===== src/cky_pkg.sv =====
package cky_pkg;
   localparam int unsigned CKY_VEC_W = 53;
   localparam int unsigned CKY_APB_AW = 8;
   localparam logic [7:0] CKY_ADDR_CTRL = 8'h00;
   localparam logic [7:0] CKY_ADDR_CUSTOM0 = 8'h04;
   localparam logic [7:0] CKY_ADDR_CUSTOM1 = 8'h08;
   localparam logic [7:0] CKY_ADDR_CUSTOM2 = 8'h0c;
   localparam logic [7:0] CKY_ADDR_STATUS = 8'h10;
   localparam int unsigned CKY_CTRL_USE_CL = 0;
   localparam int unsigned CKY_CTRL_MASQ_ENA = 1;
   localparam int unsigned CKY_CTRL_HOST_ENA = 2;
   localparam int unsigned CKY_CTRL_VDEV_ENA = 3;
   localparam int unsigned CKY_CTRL_LBK3_ENA = 4;
   localparam logic [4:0] CKY_CTRL_RESET = 5'h00;
   localparam logic [15:0] CKY_CUSTOM_RESET = 16'h0000;
   localparam logic [15:0] CKY_TPID_CTAG = 16'h8100;
   localparam logic [15:0] CKY_TPID_STAG = 16'h88a8;
   localparam logic [2:0] CKY_CODE_NONE = 3'h0;
   localparam logic [2:0] CKY_CODE_CTAG = 3'h1;
   localparam logic [2:0] CKY_CODE_STAG = 3'h4;
   localparam logic [2:0] CKY_CODE_CUSTOM0 = 3'h5;
   localparam logic [1:0] CKY_SEL_PHYS = 2'h0;
   localparam logic [1:0] CKY_SEL_LOOP = 2'h1;
   localparam logic [1:0] CKY_SEL_MASQ = 2'h2;
   localparam logic [1:0] CKY_SEL_FLAGS = 2'h3;
   localparam int unsigned CKY_F_HOST0 = 0;
   localparam int unsigned CKY_F_HOST1 = 1;
   localparam int unsigned CKY_F_VDEV0 = 2;
   localparam int unsigned CKY_F_VDEV1 = 3;
   localparam int unsigned CKY_F_SRC_LO = 4;
   localparam int unsigned CKY_F_PT_LO = 44;
   localparam int unsigned CKY_F_ACT_LO = 49;
   localparam int unsigned CKY_F_RSVD = 52;
   localparam int unsigned CKY_MAC_GROUP_BIT = 40;
   localparam logic [15:0] CKY_ETYPE_MIN = 16'h0600;
   localparam logic [3:0] CKY_IP4_MC_NIBBLE = 4'he;
   localparam logic [7:0] CKY_IP6_MC_OCTET = 8'hff;
   localparam logic [5:0] CKY_HOST0_PORT = 6'h35;
   localparam logic [5:0] CKY_HOST1_PORT = 6'h36;
   localparam logic [5:0] CKY_VDEV0_PORT = 6'h37;
   localparam logic [5:0] CKY_VDEV1_PORT = 6'h38;
   localparam logic [2:0] CKY_ACT_INJ_MASQ = 3'h1;

   typedef struct packed {
      logic present;
      logic [15:0] tpid;
      logic [15:0] tci;
   } cky_tag_s;

   typedef struct packed {
      logic [5:0] phys_port;
      logic [5:0] src_port;
      logic [5:0] loop_port;
      logic from_loopback;
      logic injected;
      logic [4:0] pipeline_point;
      logic [2:0] pipeline_action;
      logic [47:0] dmac;
      cky_tag_s [2:0] tags;
      logic [2:0] cl_pcp;
      logic cl_dei;
      logic [11:0] cl_vid;
      logic is_ipv4;
      logic is_ipv6;
      logic [7:0] dip_top;
      logic [15:0] type_len;
   } cky_frame_s;

   typedef struct packed {
      logic [2:0] code;
      logic [2:0] pcp;
      logic dei;
      logic [11:0] vid;
   } cky_tagkey_s;

   typedef struct packed {
      logic [1:0] ingress_vector_selector;
      logic [CKY_VEC_W-1:0] ingress_port_vector;
      logic dest_group_flag;
      logic dest_broadcast_flag;
      cky_tagkey_s [2:0] tag_keys;
      logic ip_group_flag;
      logic type_encoded_flag;
   } cky_key_s;
endpackage : cky_pkg


===== src/cky_tag_code.sv =====
module cky_tag_code
   import cky_pkg::*;
(
   // Parsed tag.
   input wire cky_tag_s tag,
   // Custom identifiers.
   input wire logic [2:0][15:0] custom,
   // Key fields.
   output cky_tagkey_s fields
);
   always_comb
   begin
      fields.code = CKY_CODE_NONE;
      if (tag.present)
      begin
         if (tag.tpid == CKY_TPID_CTAG)
            fields.code = CKY_CODE_CTAG;
         else if (tag.tpid == CKY_TPID_STAG)
            fields.code = CKY_CODE_STAG;
         else if (tag.tpid == custom[0])
            fields.code = CKY_CODE_CUSTOM0;
         else if (tag.tpid == custom[1])
            fields.code = CKY_CODE_CUSTOM0 + 3'h1;
         else if (tag.tpid == custom[2])
            fields.code = CKY_CODE_CUSTOM0 + 3'h2;
      end
      fields.pcp = tag.tci[15:13];
      fields.dei = tag.tci[12];
      fields.vid = tag.tci[11:0];
   end
endmodule : cky_tag_code


===== src/cky_key_builder.sv =====
module cky_key_builder
   import cky_pkg::*;
#(
   parameter logic [5:0] HOST0_PORT = CKY_HOST0_PORT,
   parameter logic [5:0] HOST1_PORT = CKY_HOST1_PORT,
   parameter logic [5:0] VDEV0_PORT = CKY_VDEV0_PORT,
   parameter logic [5:0] VDEV1_PORT = CKY_VDEV1_PORT,
   parameter logic [2:0] ACT_INJ_MASQ = CKY_ACT_INJ_MASQ
)
(
   // Clock and reset.
   input wire logic pclk,
   input wire logic presetn,
   // APB slave.
   input wire logic psel,
   input wire logic penable,
   input wire logic pwrite,
   input wire logic [CKY_APB_AW-1:0] paddr,
   input wire logic [31:0] pwdata,
   output logic [31:0] prdata,
   output logic pready,
   output logic pslverr,
   // Parse results from the analyzer.
   input wire logic frame_valid,
   input wire cky_frame_s frame,
   // Key to the lookup.
   output logic key_valid,
   output cky_key_s key
);
   logic [4:0] ctrl_reg;
   logic [2:0][15:0] custom_reg;
   logic [15:0] key_count_reg;
   logic [31:0] prdata_reg;
   logic pready_reg;
   logic pslverr_reg;
   logic snap_valid_reg;
   cky_frame_s snap_reg;
   logic key_valid_reg;
   cky_key_s key_reg;
   cky_key_s key_next;
   cky_tagkey_s [2:0] tag_fields;
   logic sel3_hit;
   logic masq_hit;
   logic apb_write;
   logic addr_ok;

   function automatic logic [CKY_VEC_W-1:0] port_onehot(input logic [5:0] port);
      logic [CKY_VEC_W-1:0] v;
      v = '0;
      if (int'(port) < CKY_VEC_W)
         v[port] = 1'b1;
      return v;
   endfunction : port_onehot

   function automatic logic known_addr(input logic [CKY_APB_AW-1:0] a);
      return a == CKY_ADDR_CTRL || a == CKY_ADDR_CUSTOM0 || a == CKY_ADDR_CUSTOM1 ||
         a == CKY_ADDR_CUSTOM2 || a == CKY_ADDR_STATUS;
   endfunction : known_addr

   assign addr_ok = known_addr(paddr);
   assign apb_write = psel && penable && pready_reg && pwrite && addr_ok;

   // Zero wait states: the answer is ready in the first access cycle.
   always_ff @(posedge pclk or negedge presetn)
   begin
      if (!presetn)
      begin
         pready_reg <= 1'b0;
         pslverr_reg <= 1'b0;
         prdata_reg <= 32'h0000_0000;
      end
      else
      begin
         pready_reg <= psel && !penable;
         pslverr_reg <= psel && !penable && !addr_ok;
         prdata_reg <= 32'h0000_0000;
         if (psel && !penable && !pwrite)
         begin
            case (paddr)
               CKY_ADDR_CTRL: prdata_reg <= {27'h0000000, ctrl_reg};
               CKY_ADDR_CUSTOM0: prdata_reg <= {16'h0000, custom_reg[0]};
               CKY_ADDR_CUSTOM1: prdata_reg <= {16'h0000, custom_reg[1]};
               CKY_ADDR_CUSTOM2: prdata_reg <= {16'h0000, custom_reg[2]};
               CKY_ADDR_STATUS: prdata_reg <= {14'h0000, key_reg.ingress_vector_selector, key_count_reg};
               default: prdata_reg <= 32'h0000_0000;
            endcase
         end
      end
   end

   always_ff @(posedge pclk or negedge presetn)
   begin
      if (!presetn)
      begin
         ctrl_reg <= CKY_CTRL_RESET;
         custom_reg <= {3{CKY_CUSTOM_RESET}};
      end
      else if (apb_write)
      begin
         case (paddr)
            CKY_ADDR_CTRL: ctrl_reg <= pwdata[4:0];
            CKY_ADDR_CUSTOM0: custom_reg[0] <= pwdata[15:0];
            CKY_ADDR_CUSTOM1: custom_reg[1] <= pwdata[15:0];
            CKY_ADDR_CUSTOM2: custom_reg[2] <= pwdata[15:0];
            default: ctrl_reg <= ctrl_reg;
         endcase
      end
   end

   // The snapshot keeps later parse updates from mixing into a key in flight.
   always_ff @(posedge pclk or negedge presetn)
   begin
      if (!presetn)
      begin
         snap_valid_reg <= 1'b0;
         snap_reg <= '0;
      end
      else
      begin
         snap_valid_reg <= frame_valid;
         if (frame_valid)
            snap_reg <= frame;
      end
   end

   genvar gi;
   generate
      for (gi = 0; gi < 3; gi++)
      begin : g_tag
         cky_tag_code u_tag (
            .tag(snap_reg.tags[gi]),
            .custom(custom_reg),
            .fields(tag_fields[gi])
         );
      end
   endgenerate

   assign masq_hit = ctrl_reg[CKY_CTRL_MASQ_ENA] &&
      ((snap_reg.injected && snap_reg.src_port != snap_reg.phys_port) ||
      snap_reg.pipeline_action == ACT_INJ_MASQ);
   assign sel3_hit = (ctrl_reg[CKY_CTRL_HOST_ENA] && snap_reg.injected) ||
      (ctrl_reg[CKY_CTRL_VDEV_ENA] && (snap_reg.phys_port == VDEV0_PORT || snap_reg.phys_port == VDEV1_PORT)) ||
      (ctrl_reg[CKY_CTRL_LBK3_ENA] && snap_reg.from_loopback);

   always_comb
   begin
      key_next = '0;
      if (sel3_hit)
      begin
         key_next.ingress_vector_selector = CKY_SEL_FLAGS;
         key_next.ingress_port_vector[CKY_F_HOST0] = snap_reg.phys_port == HOST0_PORT;
         key_next.ingress_port_vector[CKY_F_HOST1] = snap_reg.phys_port == HOST1_PORT;
         key_next.ingress_port_vector[CKY_F_VDEV0] = snap_reg.phys_port == VDEV0_PORT;
         key_next.ingress_port_vector[CKY_F_VDEV1] = snap_reg.phys_port == VDEV1_PORT;
         key_next.ingress_port_vector[CKY_F_SRC_LO +: 6] = snap_reg.src_port;
         key_next.ingress_port_vector[CKY_F_PT_LO +: 5] = snap_reg.pipeline_point;
         key_next.ingress_port_vector[CKY_F_ACT_LO +: 3] = snap_reg.pipeline_action;
         key_next.ingress_port_vector[CKY_F_RSVD] = 1'b0;
      end
      else if (masq_hit)
      begin
         key_next.ingress_vector_selector = CKY_SEL_MASQ;
         key_next.ingress_port_vector = port_onehot(snap_reg.src_port);
      end
      else if (snap_reg.from_loopback)
      begin
         key_next.ingress_vector_selector = CKY_SEL_LOOP;
         key_next.ingress_port_vector = port_onehot(snap_reg.loop_port);
      end
      else
      begin
         key_next.ingress_vector_selector = CKY_SEL_PHYS;
         key_next.ingress_port_vector = port_onehot(snap_reg.phys_port);
      end
      key_next.dest_group_flag = snap_reg.dmac[CKY_MAC_GROUP_BIT];
      key_next.dest_broadcast_flag = &snap_reg.dmac;
      key_next.tag_keys = tag_fields;
      if (ctrl_reg[CKY_CTRL_USE_CL])
      begin
         key_next.tag_keys[0].pcp = snap_reg.cl_pcp;
         key_next.tag_keys[0].dei = snap_reg.cl_dei;
         key_next.tag_keys[0].vid = snap_reg.cl_vid;
      end
      if (!snap_reg.tags[0].present)
         key_next.tag_keys[0].vid = 12'h000;
      key_next.ip_group_flag = (snap_reg.is_ipv4 && snap_reg.dip_top[7:4] == CKY_IP4_MC_NIBBLE) ||
         (snap_reg.is_ipv6 && snap_reg.dip_top == CKY_IP6_MC_OCTET);
      key_next.type_encoded_flag = snap_reg.type_len >= CKY_ETYPE_MIN;
   end

   always_ff @(posedge pclk or negedge presetn)
   begin
      if (!presetn)
      begin
         key_valid_reg <= 1'b0;
         key_reg <= '0;
      end
      else
      begin
         key_valid_reg <= snap_valid_reg;
         if (snap_valid_reg)
            key_reg <= key_next;
      end
   end

   // The counter wraps; software reads it only as a liveness indication.
   always_ff @(posedge pclk or negedge presetn)
   begin
      if (!presetn)
         key_count_reg <= 16'h0000;
      else if (snap_valid_reg)
         key_count_reg <= key_count_reg + 16'h0001;
   end

   assign prdata = prdata_reg;
   assign pready = pready_reg;
   assign pslverr = pslverr_reg;
   assign key_valid = key_valid_reg;
   assign key = key_reg;
endmodule : cky_key_builder


===== config.mk =====
export PLATFORM = sky130hd
export DESIGN_NAME = cky_key_builder
export DESIGN_NICKNAME = d
export VERILOG_FILES = /design/src/cky_pkg.sv /design/src/cky_tag_code.sv /design/src/cky_key_builder.sv
export SDC_FILE = /design/constraint.sdc
export NUM_CORES = 1
export LEC_CHECK = 0
export BUFFER_PORTS_ARGS = -buffer_cell sky130_fd_sc_hd__buf_2
export CAP_MARGIN = 20
export CELL_PAD_IN_SITES_DETAIL_PLACEMENT = 1
export CELL_PAD_IN_SITES_GLOBAL_PLACEMENT = 1
export CORE_MARGIN = 1.5
export CORE_UTILIZATION = 44
export CTS_CLUSTER_SIZE = 10
export DETAILED_ROUTE_END_ITERATION = 6
export PLACE_DENSITY = 0.92
export SLEW_MARGIN = 10
export SYNTH_ARGS = -nofsm -noshare
export SYNTH_HDL_FRONTEND = slang
export SYNTH_SLANG_ARGS = --single-unit

===== constraint.sdc =====
create_clock -name pclk -period 2.3 [get_ports pclk]
set_clock_uncertainty 0.2 [all_clocks]
set_input_delay 0.115 -clock pclk [delete_from_list [all_inputs] [get_ports pclk]]
set_output_delay 0.115 -clock pclk [all_outputs]
set_load 0.01 [all_outputs]

==> flow_summary.ini, run 1 <==
[routing]
route.detailed.drc = 4
vias = 17800
wirelength_mm = 88.6
via_per_inst = 6.15
drtAntennaViolNets = 0
drt_iter0_markers = 1812
first_pass_iters = 7
wl_per_cell_um = 30.6

[global_route]
grt_pass1_vias = 20100
gr-usage-all-layers = 0.378
grt-ovfl-total = 0
antenna_found_initial = 13
grt_pass1_wl_mm = 132
grt_max_degree = 60

[finish]
finalNonFillerCells = 2894
nets = 2541
largest_reg_flops = 207
syn_to_final_growth_pct = 33.7
drive_gt1_frac = 0.369
fin_util = 0.593

[synth]
seq_area_frac_synth = 0.518
ys_async_sr_fraction = 1.00
syn_area_per_cell_um2 = 12.1
synthMuxAreaShare = 0.198
synthTopCellsByArea = dfrtp_1, mux2_2, xnor2_1, mux2i_1, xor2_1
synth_fa_ha_area_frac = 0.000624
synth_top_family_by_area = multiplexers
synthXorXnorAreaFrac = 0.0721
synthSimpleGateAreaFrac = 0.0912
synth_ff_type = dfrtp_1
synthesis.area_um2 = 20100
synth_compound_area_frac = 0.0770
ys_types = 63
postSynthCellCount = 1660
yosysTopAreaCell = dfrtp_1
ys_ff_latch = 415
ys_warn_count = 0
synth_enable_flop_cells = 0
synth_top_area_share = 0.518

[timing]
fin_crit_sh = 1.02
worstMarginPinSlew_ns = 0.568
drv_slew = 0
fin_ws_ns = -0.0525
max_clock_freq_mhz = 425
final-setup-viol-count = 2
hold_viol = 0
relSlewSlack = 0.618
worst_hold_slack_ns = 0.0291
final.min_clock_period_ns = 2.35

[power]
comb_power_share = 0.156
ir_drop_mv = 0.591
sw_frac_of_total = 0.294
switchingPower_w = 0.00552
p_leak_nw = 11.6
p_int_w = 0.0132
power_density_nw_per_um2 = 700
power.share.clock = 0.382
pwr-share-seq = 0.462

[placement]
port-buffer-count = 374
post-dp-hpwl_mm = 49.8
preCtsSetupSlack_ns = 0.0321
gp_congestion = 0.963
dp_cells = 2551

[critical_path]
cp.required_ns = 2.60
cp_cell_sequence = xnor2_1, nand4_1, nor4_1, buf_4, a21oi_1, o31ai_2
cp_top_family = simple AND/OR/NAND/NOR gates
cp_max_fo = 5
cpPeakStageDelay_ns = 0.54
cp.arrival_ns = 2.65
cp.buffers_inverters = 1
crit_slowest_cell = dfrtp_1
worstSetupStartpointType = flip-flop
cp-end-kind = flip-flop
critPathKind = flip-flop to flip-flop
reg2reg_slack_ns = -0.05

[floorplanning]
num_rows = 78
start_util = 0.444
dieArea_um2 = 46900
num_io_pins = 414
die_h_um = 217
fp.dieW_um = 217
core_um2 = 45200

[clock_network]
path_clk_slew_ns = 0.07
cts_root_buffer = clkbuf_16
cts_tree = yes
htree_levels = 2
worstSkewPairLatency_ns = 0.61
cts_sinks = 415
cts_max_path_buffers = 3
cts_buffers = 48

[job]
max-cap-violations = 0

[outcome]
violations = design-rule violations, negative setup slack
status = finished with violations

[min_path]
hp-class = primary input to flip-flop
-- logic make-up after synthesis --
family,after synthesis
DFF,415
muxes,360
and+or+nand+nor,337
AOI/OAI and AO/OA,208
buffers and inverters,173
xor gates and xnor gates,165
adders and majority gates,1
other,1
-- area by class of cell --
cell class	instances	area (um2)
Multi-Input combinational cell	1085	8930
Clock inverter	3	22.5
Fill cell	4615	18400
Timing Repair Buffer	716	5360
Antenna cell	7	17.5
Sequential cell	415	10400
Inverter	11	41.3
Clock buffer	57	1300
Tap cell	600	751
-- path summary, 6_finish.rpt --
path / startpoint / cells past startpoint / end
hold reg to reg: key[93] / 1 / key[93]
setup / recovery: custom_reg[45] / 6 / key[56]
min in group asynchronous: presetn / 4 / snap_reg[66]
hold / removal: paddr[4] / 4 / prdata[16]
max in group asynchronous: presetn / 5 / snap_reg[118]
setup reg to reg: custom_reg[45] / 6 / key[56]
-- per-layer routing --
metal  share of wire  vias up  track usage  wire, um
li1                -     7156            -         -
met1            0.34     8974        0.421     30600
met2            0.49     1194        0.638     43600
met3           0.086      476        0.103      7660
met4           0.076       12        0.247      6700
met5         0.00080        -            0        71
-- timing repair --
action | in CTS | in global routing
resized for setup | 2 | 18
pin swaps | 0 | 1
endpoints found under the hold margin | 697 | 0
setup endpoints to repair | 2 | 38
gates cloned | 0 | 2
setup buffers | 0 | 7
hold buffers | 267 | 0
-- Yosys cell counts (all sizes together) (3+ instances only) --
cell type	n
nand2b	5
mux2	292
o2bb2ai	52
dfrtp	415
o21ai	19
xor2	57
a222oi	16
xnor2	108
o31ai	3
nor2	75
nor3	18
or3	3
nand4	46
or2	7
and4	4
o32ai	3
or4	4
or3b	5
a31oi	6
clkbuf	92
nor4	32
mux2i	68
a21oi	27
inv	11
nand3	22
o22ai	52
and3	8
or4b	4
a2bb2oi	14
a22oi	5
buf	70
nand3b	12
nor2b	13
nand2	69
and2	4
-- worst reg2reg max path, delay by kind of cell (launching register included) --
kind | cells | cell delay [ns]
flops | 1 | 0.54
compound gates | 2 | 0.40
xor+xnor | 1 | 0.29
buf+inv | 1 | 0.22
simple gates | 2 | 0.60
-- stage by stage --
stage | cell area [um2] | setup TNS, ns | power, W
floorplan | 20100 | 0 | 0.00978
global placement | 22600 | 0 | 0.0107
detailed placement | 22600 | 0 | 0.0109
CTS | 26600 | 0 | 0.0182
global route | 26800 | -0.0860 | 0.0193
finish | 26800 | -0.0962 | 0.0188
-- power groups by stage --
stage                     Combinational (W)  Sequential [W]  Clock [W]
after floorplan                     0.00139         0.00839          0
after global placement              0.00211         0.00856          0
after detailed placement            0.00227         0.00864          0
after CTS                           0.00272         0.00853    0.00696
after global routing                0.00309         0.00869    0.00746
final                               0.00293         0.00866    0.00717
-- cell usage in the layout, fill, tap and decap left out, drive strengths merged, types with 13 or more instances in the layout --
master / count
buf: 447
dfrtp: 415
mux2: 292
dlygate4sd3: 266
xnor2: 108
nor2: 75
nand2: 69
mux2i: 68
clkbuf: 60
xor2: 57
o22ai: 52
o2bb2ai: 52
nand4: 46
nor4: 32
a21oi: 27
nand3: 22
o21ai: 19
nor3: 18
a222oi: 16
a2bb2oi: 14
conb: 14
nor2b: 13
inv: 13
(Power assumes the default switching activity.)
==> inputs of run 2 (changes only) <==
CTS_CLUSTER_DIAMETER = 80   (was not set)
MAX_ROUTING_LAYER = met4   (was not set)
==> run 2 against run 1 <==
Compared with the run above: the flow finishes with violations (negative setup slack); design area shrank 1.3%; clock power shrank 3.9%; combinational power shrank 2%; maximum frequency shrank 5.8%; register-to-register slack lost 0.15 ns; first-iteration DRC count grew 8.7%; critical path depth is the same; routed wire length shrank 0.49%; utilization shrank 0.80 points.
==> flow_summary.ini, run 2 (synthesized netlist as in run 1, its figures left out) <==
[outcome]
status = finished with violations
violations = negative setup slack

[placement]
post-dp-hpwl_mm = 50.6
dpl_cell_area_um2 = 22600
preCtsSetupSlack_ns = 0.0973
gp_congestion = 0.974
port-buffer-count = 374

[global_route]
globalRouteMet2Util = 0.631
antenna_found_initial = 12
use_met1 = 0.412
grt_pass1_vias = 19800
gr-usage-all-layers = 0.376
grt_max_degree = 74
grt-ovfl-total = 0
grtUsageMet3 = 0.0726
grt-busiest-layer = met2
grt_pass1_wl_mm = 127

[floorplanning]
num_rows = 78
num_io_pins = 414
fp.dieW_um = 217
die_h_um = 217
dieArea_um2 = 46900
core_um2 = 45200
start_util = 0.444

[power]
power.share.clock = 0.374
p_leak_nw = 11.5
sw_frac_of_total = 0.295
power_density_nw_per_um2 = 696
pwr-share-seq = 0.470
p_total_w = 0.0184
switchingPower_w = 0.00544
p_int_w = 0.0130
ir_drop_mv = 0.553
comb_power_share = 0.156

[finish]
fill_cells = 4624
finalInstanceArea_um2 = 26500
layout_common_cells = dfrtp_1, buf_2, mux2_2
nets = 2516
mostFrequentLayoutCell = dfrtp_1
seq_area_um2 = 10400
syn_to_final_growth_pct = 31.9
multiInputGateArea_um2 = 8950
drive_gt1_frac = 0.367
largest_reg_flops = 207

[routing]
vias = 17800
via_per_inst = 6.19
drt_iter0_markers = 1970
route.detailed.drc = 0
wl_per_cell_um = 30.7
wirelength_mm = 88.2
first_pass_iters = 6
drtAntennaViolNets = 0

[clock_network]
worstSkewPairLatency_ns = 0.60
cts_max_path_buffers = 3
cts_sinks = 415
cts_buffers = 48
cts_tree = yes
htree_levels = 2
cts_root_buffer = clkbuf_16
path_clk_slew_ns = 0.07

[timing]
drv_slew = 0
fin_crit_sh = 1.09
final-setup-viol-count = 1
hold_viol = 0
rsz0062_at_grt = true
max_clock_freq_mhz = 400
worstMarginPinSlew_ns = 0.698
relSlewSlack = 0.530
fin_ws_ns = -0.199
final.min_clock_period_ns = 2.50

[critical_path]
reg2reg_slack_ns = -0.20
r2r-end = key[58]
reg2reg_from = custom_reg[31]
worstRegToRegCells = 6
cp.arrival_ns = 2.72
worstSetupStartpointType = flip-flop
cp_cell_sequence = buf_4, xor2_1, nor4_1, and4_1, nor4_1, o2bb2ai_2
cp.required_ns = 2.53
cp-end-kind = flip-flop
cp_max_fo = 3
critPathKind = flip-flop to flip-flop
crit_slowest_cell = nor4_1
cpPeakStageDelay_ns = 0.64
path_common_cell = nor4_1

[job]
max-cap-violations = 0

[min_path]
hp-class = primary input to asynchronous set/reset pin
==> run 2: how the worst max path moves through the flow <==
stage	start	slack (ns)	depth (start not counted)	endpoint
6_report	custom_reg[31]	-0.20	6	key[58]
5_1_grt	custom_reg[19]	-0.13	5	key[58]
4_1_cts	snap_reg[216]	0.09	7	key[94]
3_5_place_dp	snap_reg[216]	0.1	7	key[84]
3_3_place_gp	snap_reg[215]	0.19	6	key[62]
2_1_floorplan	snap_reg[212]	0.34	7	key[62]
==> run 2: critical path, delay by kind of cell, from the launching register on <==
family	cells	cell delay [ns]
AO/OA/AOI/OAI	1	0.27
AND/OR/NAND/NOR	3	1.02
flip-flops	1	0.46
buffers and inverters	1	0.19
XOR/XNOR	1	0.20
==> run 2: layout make-up <==
class,instances,area share
flip-flops and latches,415,0.393
well taps,600,0.0284
diodes,12,0.00114
repair buffers,690,0.191
inverters,11,0.00156
clock inverters,4,0.00161
multi-input cells,1086,0.338
clock buffers,49,0.0455
==> run 2: stage by stage <==
step	TNS, ns	hold slack, ns	std cells	util
finish	-0.199	0.0139	2867	0.585
global route	-0.182	0.0387	2867	0.585
CTS	0	0.00258	2852	0.582
detailed placement	0	-0.160	2551	0.500
global placement	0	-0.159	2551	0.500
floorplan	0	-0.381	1673	-
==> run 2: power by group through the flow <==
| stage | clock network (W) | logic (W) | registers, W |
|---|---|---|---|
| finish | 0.00689 | 0.00288 | 0.00865 |
| detailed placement | 0 | 0.00227 | 0.00863 |
| global placement | 0 | 0.00211 | 0.00856 |
| floorplan | 0 | 0.00139 | 0.00839 |
| CTS | 0.00678 | 0.00268 | 0.00853 |
| global route | 0.00717 | 0.00302 | 0.00868 |
==> run 2: repair_timing <==
item                                    4_1_cts  5_1_grt
hold buffers                                248        0
endpoints found under the setup margin        0       21
setup buffers                                 0        2
resized for setup                             0       15
hold endpoints to repair                    697        0
==> run 2: layer usage <==
layer | share of wire | wire length [um] | up-vias
li1 | - | - | 7111
met1 | 0.35 | 30900 | 8993
met2 | 0.50 | 43800 | 1187
met3 | 0.080 | 7050 | 464
met4 | 0.073 | 6420 | 0
met5 | 0 | 0 | -
==> inputs of run 3 (changes only) <==
==> constraint.sdc (replaced) <==
create_clock -name pclk -period 2.75 [get_ports pclk]
set_clock_uncertainty 0.2 [all_clocks]
set_input_delay 0.275 -clock pclk [delete_from_list [all_inputs] [get_ports pclk]]
set_output_delay 0.275 -clock pclk [all_outputs]
set_load 0.01 [all_outputs]
==> run 3 against run 2 <==
Compared with the run above: the run now ends clean; non-clock buffer count decreased by 48; combinational power down 22%; power decreased by 17%; hold slack improved by 0.027 ns; critical path depth rose by 1; utilization down 1.1 points; final cell count fell by 1.7%; global-route usage shrank 1.5 points; sequential share of layout area up 0.75 points; routed wire length fell by 7.0%.
==> flow_summary.ini, run 3 (synthesized netlist as in run 1, its figures left out) <==
[finish]
nets = 2467
largest_reg_flops = 207
finalNonFillerCells = 2819
mostFrequentLayoutCell = dfrtp_1
fin_util = 0.574
syn_to_final_growth_pct = 29.4
layout_common_cells = dfrtp_1, buf_2, mux2_2
drive_gt1_frac = 0.356

[global_route]
grt_pass1_vias = 19000
grt-ovfl-total = 0
gr-usage-all-layers = 0.361
antenna_found_initial = 10
grt_max_degree = 138
grt_pass1_wl_mm = 122

[timing]
final-setup-viol-count = 0
max_clock_freq_mhz = 386
rsz0062_at_grt = false
hold_viol = 0
setup_tns_ns = 0
final.min_clock_period_ns = 2.59
fin_crit_sh = 0.942
fin_ws_ns = 0.159
worstMarginPinSlew_ns = 0.802
relSlewSlack = 0.465
drv_slew = 0

[floorplanning]
start_util = 0.444
dieArea_um2 = 46900
fp.dieW_um = 217
core_um2 = 45200
num_io_pins = 414
die_h_um = 217
num_rows = 78

[critical_path]
cp-endpoint = prdata[11]
reg2reg_from = snap_reg[207]
setup.worst_path.start = paddr[6]
worstSetupStartpointType = primary input
cp_cell_sequence = dlygate4sd3_1, buf_2, nor3_4, dlygate4sd3_1, o21a_1, nand2_1, a21oi_1
critPathKind = primary input to flip-flop
path_common_cell = dlygate4sd3_1
cp.arrival_ns = 2.84
cpPeakStageDelay_ns = 0.59
cp_max_fo = 16
cp-end-kind = flip-flop
worstRegToRegCells = 6
r2r-end = key[106]
reg2reg_slack_ns = 0.26
cp.required_ns = 3.00
crit_slowest_cell = dlygate4sd3_1

[power]
power_density_nw_per_um2 = 588
p_leak_nw = 11.2
ir_drop_mv = 0.565
p_total_w = 0.0152

[clock_network]
htree_levels = 2
cts_root_buffer = clkbuf_16
worstSkewPairLatency_ns = 0.59
cts_buffers = 48
cts_max_path_buffers = 3
cts_sinks = 415
path_clk_slew_ns = 0.06
cts-resized-gates = 0
cts_tree = yes

[routing]
drtAntennaViolNets = 0
first_pass_iters = 7
vias = 16800
via_per_inst = 5.97
wl_per_cell_um = 29.1
wirelength_mm = 82.0
drt_iter0_markers = 1631
route.detailed.drc = 0

[placement]
gp_congestion = 0.990
post-dp-hpwl_mm = 48.2
preCtsSetupSlack_ns = 0.115
port-buffer-count = 374
dp_cells = 2519

[min_path]
whs_path_depth = 4
hp-class = primary input to flip-flop

[outcome]
status = finished, final reports clean

[job]
max-cap-violations = 0
## run 3: how the worst min path moves through the flow
stage | start | endpoint | slack (ns)
2_1_floorplan | presetn | ctrl_reg[0] | -0.22
3_3_place_gp | presetn | pslverr | -0.10
3_5_place_dp | presetn | pslverr | -0.1
4_1_cts | penable | prdata[16] | 0.03
5_1_grt | penable | prdata[16] | 0.07
6_report | penable | prdata[16] | 0.04
## run 3: cell type report
type | instances | area (um2)
Tap cell | 600 | 751
Clock inverter | 4 | 33.8
Inverter | 11 | 41.3
Sequential cell | 415 | 10400
Timing Repair Buffer | 642 | 4610
Clock buffer | 52 | 1250
Multi-Input combinational cell | 1085 | 8860
Fill cell | 4638 | 19200
Antenna cell | 10 | 25.0
## run 3: worst max-delay path, delay by kind of cell
family,cells,cell delay [ns]
simple gates,2,0.61
buf+inv,3,1.27
compound gates,2,0.67
## run 3: per-stage QoR
step                hold WS, ns  cell area [um2]
CTS                      0.0295            25900
detailed placement      -0.0974            22300
finish                   0.0406            26000
global placement         -0.101            22300
global route             0.0658            26000
floorplan                -0.221            20100
## run 3: timing repair
action / 4_1_cts / 5_1_grt
setup endpoints to repair: 0 / 46
setup buffers: 0 / 3
hold buffers: 231 / 0
endpoints found under the hold margin: 680 / 0
## run 3: metal layers
layer | global-route usage | part of all wire
met5 | - | 0
met4 | 0.213 | 0.063
met3 | 0.0747 | 0.070
met2 | 0.594 | 0.50
met1 | 0.406 | 0.37
## run 3: power by group
group	internal (W)	total, W	switching [W]
Combinational	0.00111	0.00226	0.00114
Sequential	0.00659	0.00721	0.000621
Clock	0.00318	0.00578	0.00260
Total	0.0109	0.0152	0.00437
